--- config.mk ---
export PLATFORM = sky130hd
export DESIGN_NAME = prog_timer
export DESIGN_NICKNAME = d
export VERILOG_FILES = /design/src/timer_pkg.sv /design/src/input_filter.sv /design/src/prog_timer.sv
export SDC_FILE = /design/constraint.sdc
export NUM_CORES = 1
export LEC_CHECK = 0
export BUFFER_PORTS_ARGS = -buffer_cell sky130_fd_sc_hd__buf_2
export CAP_MARGIN = 0
export CORE_ASPECT_RATIO = 2
export CORE_UTILIZATION = 25
export CTS_BUF_LIST = sky130_fd_sc_hd__clkbuf_8
export CTS_CLUSTER_SIZE = 40
export DETAILED_ROUTE_END_ITERATION = 8
export HOLD_SLACK_MARGIN = 0.03
export PLACE_DENSITY = 0.44
export SYNTH_ARGS = -nofsm -noshare
export SYNTH_HDL_FRONTEND = slang
export SYNTH_SLANG_ARGS = --single-unit
--- constraint.sdc ---
create_clock -name clk -period 6.1 [get_ports clk]
set_input_delay 1.22 -clock clk [delete_from_list [all_inputs] [get_ports clk]]
set_output_delay 1.22 -clock clk [all_outputs]
set_load 0.01 [all_outputs]
--- src/timer_pkg.sv ---
// Package with shared constants and types of the programmable output timer.
// Assumes a single 100 MHz clock; the filter, core and bench refer to it by timer_pkg::name.
`default_nettype none
package timer_pkg;
   // Clock period and documented times in nanoseconds.
   localparam int CLK_PERIOD_NS = 10;
   localparam int TICK_NS       = 10_000_000;
   localparam int KEY_HOLD_NS   = 1_000_000_000;
   localparam int FLT_LONG_NS   = 20_000_000;
   localparam int FLT_SHORT_NS  = 1_000_000;
   // Cycle counts derived from the times; least times round up.
   localparam int TICK_CYC      = TICK_NS / CLK_PERIOD_NS;
   localparam int KEY_HOLD_CYC  = (KEY_HOLD_NS + CLK_PERIOD_NS - 1) / CLK_PERIOD_NS;
   localparam int FLT_LONG_CYC  = (FLT_LONG_NS + CLK_PERIOD_NS - 1) / CLK_PERIOD_NS;
   localparam int FLT_SHORT_CYC = (FLT_SHORT_NS + CLK_PERIOD_NS - 1) / CLK_PERIOD_NS;
   // Register byte addresses.
   localparam logic [7:0] ADDR_CTRL    = 8'h00;
   localparam logic [7:0] ADDR_SET_OFF = 8'h04;
   localparam logic [7:0] ADDR_SET_ON  = 8'h08;
   localparam logic [7:0] ADDR_CYCLE   = 8'h0C;
   localparam logic [7:0] ADDR_STATUS  = 8'h10;
   // Control and status field positions.
   localparam int CTRL_MODE_LSB  = 0;
   localparam int CTRL_DOWN_BIT  = 3;
   localparam int CTRL_RANGE_LSB = 4;
   localparam int CTRL_SHORT_BIT = 6;
   localparam int CTRL_TWIN_BIT  = 7;
   localparam int ST_OUT_BIT     = 16;
   localparam int ST_RUN_BIT     = 17;
   localparam int ST_SEL_BIT     = 18;
   // Reset values.
   localparam logic [6:0]  CTRL_RST    = 7'h00;
   localparam logic [15:0] SET_RST     = 16'h0064;
   localparam logic [15:0] CYCLE_RST   = 16'h0000;
   // One-shot pulse length in ticks and the full duty figure.
   localparam logic [15:0] ONESHOT_TICKS = 16'h0032;
   localparam logic [6:0]  DUTY_FULL     = 7'h64;
   // Output modes.
   typedef enum logic [2:0] {
      MODE_FLICKER = 3'h0,
      MODE_ONESHOT = 3'h1,
      MODE_HOLD    = 3'h2,
      MODE_REPEAT  = 3'h3,
      MODE_DUTY    = 3'h4
   } out_mode_e;
   // Key sequence states, Gray coded along run, armed, selection.
   typedef enum logic [1:0] {
      UI_RUN = 2'b00,
      UI_ARM = 2'b01,
      UI_SEL = 2'b11
   } ui_state_e;
endpackage : timer_pkg
`default_nettype wire

--- src/input_filter.sv ---
// Chatter filter for one external input.
// Assumes the raw input is already synchronous to clk.
`timescale 1ns/1ps
`default_nettype none
module input_filter #(
   parameter int LONG_CYC  = timer_pkg::FLT_LONG_CYC,
   parameter int SHORT_CYC = timer_pkg::FLT_SHORT_CYC
) (
   // Clock and reset.
   input  wire logic clk,
   input  wire logic srst,
   // Raw level, width select and accepted level.
   input  wire logic raw,
   input  wire logic short_sel,
   output var  logic level_r
);
   localparam int CW = $clog2(LONG_CYC + 1);
   logic [CW-1:0] cnt_r;
   logic [CW-1:0] lim;

   // The accepted level follows only after the raw level stayed put for the width.
   assign lim = short_sel ? CW'(SHORT_CYC - 1) : CW'(LONG_CYC - 1);
   always_ff @(posedge clk) begin
      if (srst) begin
         cnt_r   <= '0;
         level_r <= 1'b0;
      end else if (raw == level_r) begin
         cnt_r <= '0;
      end else if (cnt_r >= lim) begin
         cnt_r   <= '0;
         level_r <= raw;
      end else begin
         cnt_r <= cnt_r + 1'b1;
      end
   end
endmodule : input_filter
`default_nettype wire

--- src/prog_timer.sv ---
// Control core of the programmable output timer: keys, selection mode, timing and output.
// Assumes inputs synchronous to clk, a plain register port and power_up pulsed on power return.
`timescale 1ns/1ps
`default_nettype none
module prog_timer #(
   parameter int TICK_CYC     = timer_pkg::TICK_CYC,
   parameter int KEY_HOLD_CYC = timer_pkg::KEY_HOLD_CYC,
   parameter int FLT_LONG     = timer_pkg::FLT_LONG_CYC,
   parameter int FLT_SHORT    = timer_pkg::FLT_SHORT_CYC
) (
   // Clock and reset.
   input  wire logic        clk,
   input  wire logic        srst,
   input  wire logic        power_up,
   // External start, reset and gate inputs.
   input  wire logic        start_in,
   input  wire logic        reset_in,
   input  wire logic        gate_in,
   // Front keys and switches.
   input  wire logic        key_mode,
   input  wire logic        key_up,
   input  wire logic        key_down,
   input  wire logic [7:0]  switches,
   // Register port.
   input  wire logic [7:0]  addr,
   input  wire logic [31:0] wdata,
   input  wire logic        wr,
   input  wire logic        rd,
   output var  logic [31:0] rdata_r,
   // Displays, indicators and control output.
   output var  logic [15:0] main_disp_r,
   output var  logic [15:0] sub_disp_r,
   output var  logic        off_time_indicator,
   output var  logic        on_time_indicator,
   output var  logic        sel_mode_r,
   output var  logic [7:0]  monitor_r,
   output var  logic        ctrl_out_r
);
   localparam int TW = $clog2(TICK_CYC + 1);
   localparam int KW = $clog2(KEY_HOLD_CYC + 1);

   timer_pkg::ui_state_e ui_r;
   logic [KW-1:0] hold_r;
   logic [6:0]  ctrl_r, pend_r;
   logic        twin_r, twin_pend_r, disp_on_r;
   logic [15:0] set_off_r, set_on_r, cycle_r, el_r, os_r;
   logic [TW-1:0] base_r;
   logic [6:0]  div_r, div_lim;
   logic        tick, run_r, start_q, reset_q, mode_q, up_q, down_q;
   logic [2:0]  flt;
   logic        enter, leave, apply_rst;
   logic [15:0] target;
   logic [2:0]  mode;
   logic        expire, start_rise, reset_fall, block;
   logic [6:0]  duty;
   logic [22:0] duty_lhs, duty_rhs;

   // One chatter filter per external input, in start, reset, gate order.
   for (genvar i = 0; i < 3; i++) begin : g_flt
      input_filter #(.LONG_CYC(FLT_LONG), .SHORT_CYC(FLT_SHORT)) u_flt (
         .clk       (clk),
         .srst      (srst),
         .raw       (i == 0 ? start_in : (i == 1 ? reset_in : gate_in)),
         .short_sel (ctrl_r[timer_pkg::CTRL_SHORT_BIT]),
         .level_r   (flt[i])
      );
   end

   // Decoded fields and events of this cycle.
   assign mode       = ctrl_r[timer_pkg::CTRL_MODE_LSB +: 3];
   assign target     = (twin_r && ctrl_out_r) ? set_on_r : set_off_r;
   assign start_rise = flt[0] && !start_q;
   assign reset_fall = !flt[1] && reset_q;
   assign enter      = (ui_r == timer_pkg::UI_ARM) && key_mode && key_up
                       && (hold_r == KW'(KEY_HOLD_CYC - 1));
   assign leave      = (ui_r == timer_pkg::UI_SEL) && key_mode && !mode_q;
   assign apply_rst  = leave && ((pend_r != ctrl_r) || (twin_pend_r != twin_r));
   assign block      = (ui_r == timer_pkg::UI_SEL) || enter || apply_rst || flt[1];
   assign expire     = run_r && tick && !flt[2] && (el_r + 16'h0001 >= target);
   assign duty       = set_off_r[6:0];
   // Present value times 100 as 128 - 32 + 4; each term is 23 bits so nothing is dropped.
   assign duty_lhs   = {el_r, 7'h00} - {2'b00, el_r, 5'h00} + {5'h00, el_r, 2'b00};
   // Both factors widened first so that the product keeps its upper bits.
   assign duty_rhs   = 23'(duty) * 23'(cycle_r);

   // Tick prescaler: base tick divided by 1, 10 or 100 by the time range.
   assign div_lim = ctrl_r[timer_pkg::CTRL_RANGE_LSB +: 2] == 2'd0 ? 7'h00 :
                    ctrl_r[timer_pkg::CTRL_RANGE_LSB +: 2] == 2'd1 ? 7'h09 : 7'h63;
   assign tick    = (base_r == TW'(TICK_CYC - 1)) && (div_r >= div_lim);
   always_ff @(posedge clk) begin
      if (srst || base_r == TW'(TICK_CYC - 1)) begin
         base_r <= '0;
      end else begin
         base_r <= base_r + 1'b1;
      end
      if (srst || tick) begin
         div_r <= '0;
      end else if (base_r == TW'(TICK_CYC - 1)) begin
         div_r <= div_r + 7'h01;
      end
   end

   // Edge history of filtered inputs and keys.
   always_ff @(posedge clk) begin
      if (srst) begin
         start_q <= 1'b0;
         reset_q <= 1'b0;
         mode_q  <= 1'b0;
         up_q    <= 1'b0;
         down_q  <= 1'b0;
      end else begin
         start_q <= flt[0];
         reset_q <= flt[1];
         mode_q  <= key_mode;
         up_q    <= key_up;
         down_q  <= key_down;
      end
   end

   // Key sequence: arm only if up is pressed while mode is already held.
   always_ff @(posedge clk) begin
      if (srst) begin
         ui_r   <= timer_pkg::UI_RUN;
         hold_r <= '0;
      end else begin
         unique case (ui_r)
            timer_pkg::UI_RUN: begin
               hold_r <= '0;
               if (key_up && !up_q && key_mode && mode_q) begin
                  ui_r <= timer_pkg::UI_ARM;
               end
            end
            timer_pkg::UI_ARM: begin
               if (!key_mode || !key_up) begin
                  ui_r <= timer_pkg::UI_RUN;
               end else if (enter) begin
                  ui_r <= timer_pkg::UI_SEL;
               end else begin
                  hold_r <= hold_r + 1'b1;
               end
            end
            timer_pkg::UI_SEL: begin
               if (leave) begin
                  ui_r <= timer_pkg::UI_RUN;
               end
            end
            default: ui_r <= timer_pkg::UI_RUN;
         endcase
      end
   end

   // Settings: control writes in selection mode wait until exit.
   always_ff @(posedge clk) begin
      if (srst) begin
         ctrl_r      <= timer_pkg::CTRL_RST;
         pend_r      <= timer_pkg::CTRL_RST;
         twin_r      <= 1'b0;
         twin_pend_r <= 1'b0;
         set_off_r   <= timer_pkg::SET_RST;
         set_on_r    <= timer_pkg::SET_RST;
         cycle_r     <= timer_pkg::CYCLE_RST;
      end else begin
         if (wr && addr == timer_pkg::ADDR_CTRL) begin
            pend_r <= wdata[6:0];
            if (ui_r != timer_pkg::UI_SEL) begin
               ctrl_r <= wdata[6:0];
            end
         end
         if (ui_r == timer_pkg::UI_SEL && key_down && !down_q) begin
            twin_pend_r <= !twin_pend_r;
         end
         if (leave) begin
            ctrl_r <= pend_r;
            twin_r <= twin_pend_r;
         end
         if (wr && addr == timer_pkg::ADDR_SET_OFF) set_off_r <= wdata[15:0];
         if (wr && addr == timer_pkg::ADDR_SET_ON) set_on_r <= wdata[15:0];
         if (wr && addr == timer_pkg::ADDR_CYCLE) cycle_r <= wdata[15:0];
      end
   end

   // Timing core: elapsed count, run flag, one-shot width and control output.
   always_ff @(posedge clk) begin
      if (srst) begin
         el_r       <= '0;
         run_r      <= 1'b0;
         os_r       <= '0;
         ctrl_out_r <= 1'b0;
      end else if (block) begin
         el_r       <= '0;
         run_r      <= 1'b0;
         os_r       <= '0;
         ctrl_out_r <= 1'b0;
      end else if (mode == timer_pkg::MODE_DUTY) begin
         run_r <= 1'b1;
         if (tick && !flt[2]) begin
            el_r <= (el_r + 16'h0001 >= cycle_r) ? 16'h0000 : el_r + 16'h0001;
         end
         if (cycle_r == 16'h0000 || duty == 7'h00) begin
            ctrl_out_r <= 1'b0;
         end else if (duty >= timer_pkg::DUTY_FULL) begin
            ctrl_out_r <= 1'b1;
         end else begin
            ctrl_out_r <= duty_lhs < duty_rhs;
         end
      end else if (power_up) begin
         if (mode != timer_pkg::MODE_REPEAT) begin
            el_r       <= '0;
            ctrl_out_r <= 1'b0;
         end
         run_r <= flt[0] || (mode == timer_pkg::MODE_REPEAT && run_r);
      end else if ((start_rise || reset_fall && flt[0]) && !run_r) begin
         el_r       <= '0;
         run_r      <= 1'b1;
         ctrl_out_r <= 1'b0;
      end else if (expire) begin
         el_r <= '0;
         if (mode == timer_pkg::MODE_FLICKER || mode == timer_pkg::MODE_REPEAT) begin
            ctrl_out_r <= !ctrl_out_r;
         end else begin
            ctrl_out_r <= 1'b1;
            run_r      <= 1'b0;
            os_r       <= (mode == timer_pkg::MODE_ONESHOT) ? timer_pkg::ONESHOT_TICKS : 16'h0000;
         end
      end else if (run_r && tick && !flt[2]) begin
         el_r <= el_r + 16'h0001;
      end else if (os_r != 16'h0000 && tick && !flt[2]) begin
         os_r <= os_r - 16'h0001;
         if (os_r == 16'h0001) ctrl_out_r <= 1'b0;
      end
   end

   // Displays, indicators and switch monitor.
   always_ff @(posedge clk) begin
      if (srst) begin
         disp_on_r          <= 1'b0;
         main_disp_r        <= '0;
         sub_disp_r         <= '0;
         off_time_indicator <= 1'b0;
         on_time_indicator  <= 1'b0;
         sel_mode_r         <= 1'b0;
         monitor_r          <= '0;
      end else begin
         if (ui_r == timer_pkg::UI_RUN && key_mode && !mode_q) begin
            disp_on_r <= !disp_on_r;
         end
         main_disp_r        <= ctrl_r[timer_pkg::CTRL_DOWN_BIT] ? target - el_r : el_r;
         sub_disp_r         <= disp_on_r ? set_on_r : set_off_r;
         off_time_indicator <= !disp_on_r && ui_r != timer_pkg::UI_SEL;
         on_time_indicator  <= disp_on_r && ui_r != timer_pkg::UI_SEL;
         sel_mode_r         <= ui_r == timer_pkg::UI_SEL || enter;
         monitor_r          <= (ui_r == timer_pkg::UI_SEL && switches[0]) ? switches : 8'h00;
      end
   end

   // Register reads answer in the next cycle; unmapped addresses read zero.
   always_ff @(posedge clk) begin
      if (srst || !rd) begin
         rdata_r <= '0;
      end else begin
         unique case (addr)
            timer_pkg::ADDR_CTRL:    rdata_r <= {24'h000000, twin_r, ctrl_r};
            timer_pkg::ADDR_SET_OFF: rdata_r <= {16'h0000, set_off_r};
            timer_pkg::ADDR_SET_ON:  rdata_r <= {16'h0000, set_on_r};
            timer_pkg::ADDR_CYCLE:   rdata_r <= {16'h0000, cycle_r};
            timer_pkg::ADDR_STATUS:  rdata_r <= {13'h0000, sel_mode_r, run_r, ctrl_out_r, main_disp_r};
            default:                 rdata_r <= '0;
         endcase
      end
   end
endmodule : prog_timer
`default_nettype wire

==> results_dict.tcl <==
set metrics [dict create \
    startpoint_type "register" \
    required_ps 6640 \
    seqPwrFrac 0.470 \
    num_rows 144 \
    grt_pass1_vias 17300 \
    postRouteWirelength_um 64800 \
    seq_area_frac_synth 0.295 \
    cts_made_buffers 48 \
    vdd_drop_max_v 0.000165 \
    cts_sinks 288 \
    die_x_um 200 \
    ios 135 \
    grt_use_total 0.164 \
    worst-r2r-cell-count 26 \
    synth-edff-count 0 \
    synthCells 2293 \
    placed_cell_area_sq_um 21600 \
    hold_path.class "reg2reg" \
    final_core_util 0.295 \
    fin_crit_sh 0.960 \
    gp_congestion 0.859 \
    synth-async-reset-ratio 0 \
    min_delay_path_depth 1 \
    maxSlewViolCount 0 \
    synth_ff_type "dfxtp_1" \
    routed-via-count 16500 \
    clk_path_buf_depth 3 \
    drt-initial-drc-count 769 \
    die_area_sq_um 79400 \
    grt_max_degree 96 \
    htreeDepth 2 \
    synth.distinct_cells 77 \
    worstSetupPathType "reg2reg" \
    synth_top_area_share 0.295 \
    cts_tree "built" \
    ys_seq_elements 288 \
    drc 0 \
    outcome "completed" \
    final_cell_mix "dfxtp_1, nor2_1, nand2_1" \
    antenna_left 0 \
    clkTransAtPathRegs_ps 60 \
    nNetsFinal 2757 \
    final-hold-violation-count 0 \
    arrival_ps 6400 \
    relSlewSlack 0.344 \
    dp_slack_ps -338 \
    io_buffers 105 \
    wl_per_cell_um 18.5 \
    routed_via_density 4.71 \
    combPwrFrac 0.080 \
    syn_area_per_cell_sq_um 8.52 \
    skew_ps 50.9 \
    final_common_cell "dfxtp_1" \
    cts-root-buf "clkbuf_8" \
    switchingPower_mw 1.06 \
    drive_above_1_share 0.134 \
    start_util 0.253 \
    design_area_sq_um 22700 \
    fin_crit_ps 5860 \
    setup_slack_ps 245 \
    overflow 0 \
    grt_pass1_wl_um 98200 \
    end_kind "register" \
    core_sq_um 77100 \
    synth_area_sq_um 19500 \
    ys_top_cells_by_area "dfxtp_1, ha_1, fa_1, nor2_1, nand2_1" \
    powerDensity_nw_per_um2 178 \
    leakagePower_nw 9.91 \
    die_height_um 397 \
    fmax_mhz 171 \
    ys_warn_count 0 \
    cap_violations 0 \
    antenna_found_initial 7 \
    clk_latency_ps 640 \
    p_sw_frac 0.262 \
    worst_pin_slew_ps 984 \
    hpwl_um 51800 \
    critPathMaxFanout 10 \
    yosys.area.top_type "dfxtp_1" \
    area_growth_pct 16.4 \
    dr.pass1.iters 6 \
    power_frac_clock 0.450 \
    finalSetupViolations 0 \
    p_int_mw 2.99 \
]
==> stage by stage <==
step	TNS [ps]	total power, mW	hold WS, ps	instances
2_1_floorplan	0	2.15	426	2305
3_3_place_gp	-259	2.26	438	3412
3_5_place_dp	-338	2.26	450	3412
4_1_cts	0	4.13	463	3496
5_1_grt	-45.0	4.22	495	3497
6_report	0	4.04	462	3497
==> final timing paths <==
check          startpoint         end  slack (ps)
min             base_r[0]   base_r[0]         460
max reg2reg  set_off_r[3]  ctrl_out_r         240
min reg2reg     base_r[0]   base_r[0]         460
max          set_off_r[3]  ctrl_out_r         240
==> critical path: stages (launching register included) <==
cell and delay, ps:
dfxtp_4 390, buf_4 150, buf_4 130, and2_1 160
fa_1 480, fa_1 520, fa_1 540, inv_1 50
fa_1 520, inv_1 40, ha_1 320, nand2_1 120
buf_4 120, nor2_2 40, nand2_1 130, a31oi_2 120
and4_4 180, a2111oi_4 320, buf_4 170, xor2_1 160
ha_1 260, nor2b_1 130, o21ai_0 150, o21ai_1 110
a211oi_2 230, o21ai_2 110, a21oi_1 140
==> cell usage after synthesis, drive strengths merged (69+ instances only) <==
master and count:
fa 81, inv 167, mux2i 70, nor2 248, and2 91, xnor2 83, xor2 96, dfxtp 288
clkbuf 88, a21oi 120, ha 176, nand2 237, nand3 69
==> power groups by stage <==
stage | clock network, mW | logic [mW] | registers (mW)
after detailed placement | 0 | 0.321 | 1.94
after global placement | 0 | 0.312 | 1.94
after CTS | 1.90 | 0.325 | 1.90
final | 1.82 | 0.322 | 1.90
after floorplan | 0 | 0.213 | 1.94
after global routing | 1.96 | 0.356 | 1.90
==> sequential cells by signal (all words and copies together) (netlist names), 19 cells and up <==
| register | count |
|---|---|
| hold_r | 27 |
| rdata_r | 19 |
| g_flt.u_flt.cnt_r | 63 |
| base_r | 20 |
==> cell families (layout without fill, tap and decap cells) <==
group | after synthesis | in the layout | share of synthesized area
AOI/OAI and AO/OA | 341 | 341 | 0.115
xor gates and xnor gates | 179 | 179 | 0.0802
adders and majority gates | 257 | 257 | 0.196
buffers and inverters | 277 | 446 | 0.0558
DFF | 288 | 288 | 0.295
muxes | 78 | 78 | 0.0405
other | 1 | 14 | 0.000192
and+or+nand+nor | 872 | 872 | 0.217
==> what timing repair did <==
item,in CTS,in global routing
cloned,0,0
setup endpoints to repair,1,1
hold buffers,0,0
resized for setup,15,21
pin swaps,1,6
setup buffers,1,0
==> per-layer routing <==
| layer | up-vias | track usage | part of all wire |
|---|---|---|---|
| met3 | 176 | 0.0209 | 0.037 |
| met4 | 8 | 0.114 | 0.074 |
| met2 | 370 | 0.315 | 0.54 |
| li1 | 8039 | - | - |
| met5 | - | 0 | 0.00090 |
| met1 | 7882 | 0.157 | 0.35 |
==> area by class of cell <==
type                            count  area, sq um
Clock buffer                       64          881
Timing Repair Buffer              196         1210
Fill cell                        8401        54400
Clock inverter                     19          110
Antenna cell                        1         2.50
Inverter                          167          627
Multi-Input combinational cell   1740        12800
Sequential cell                   288         5780
Tap cell                         1022         1280
No activity file was read; power rests on OpenSTA's default activity.
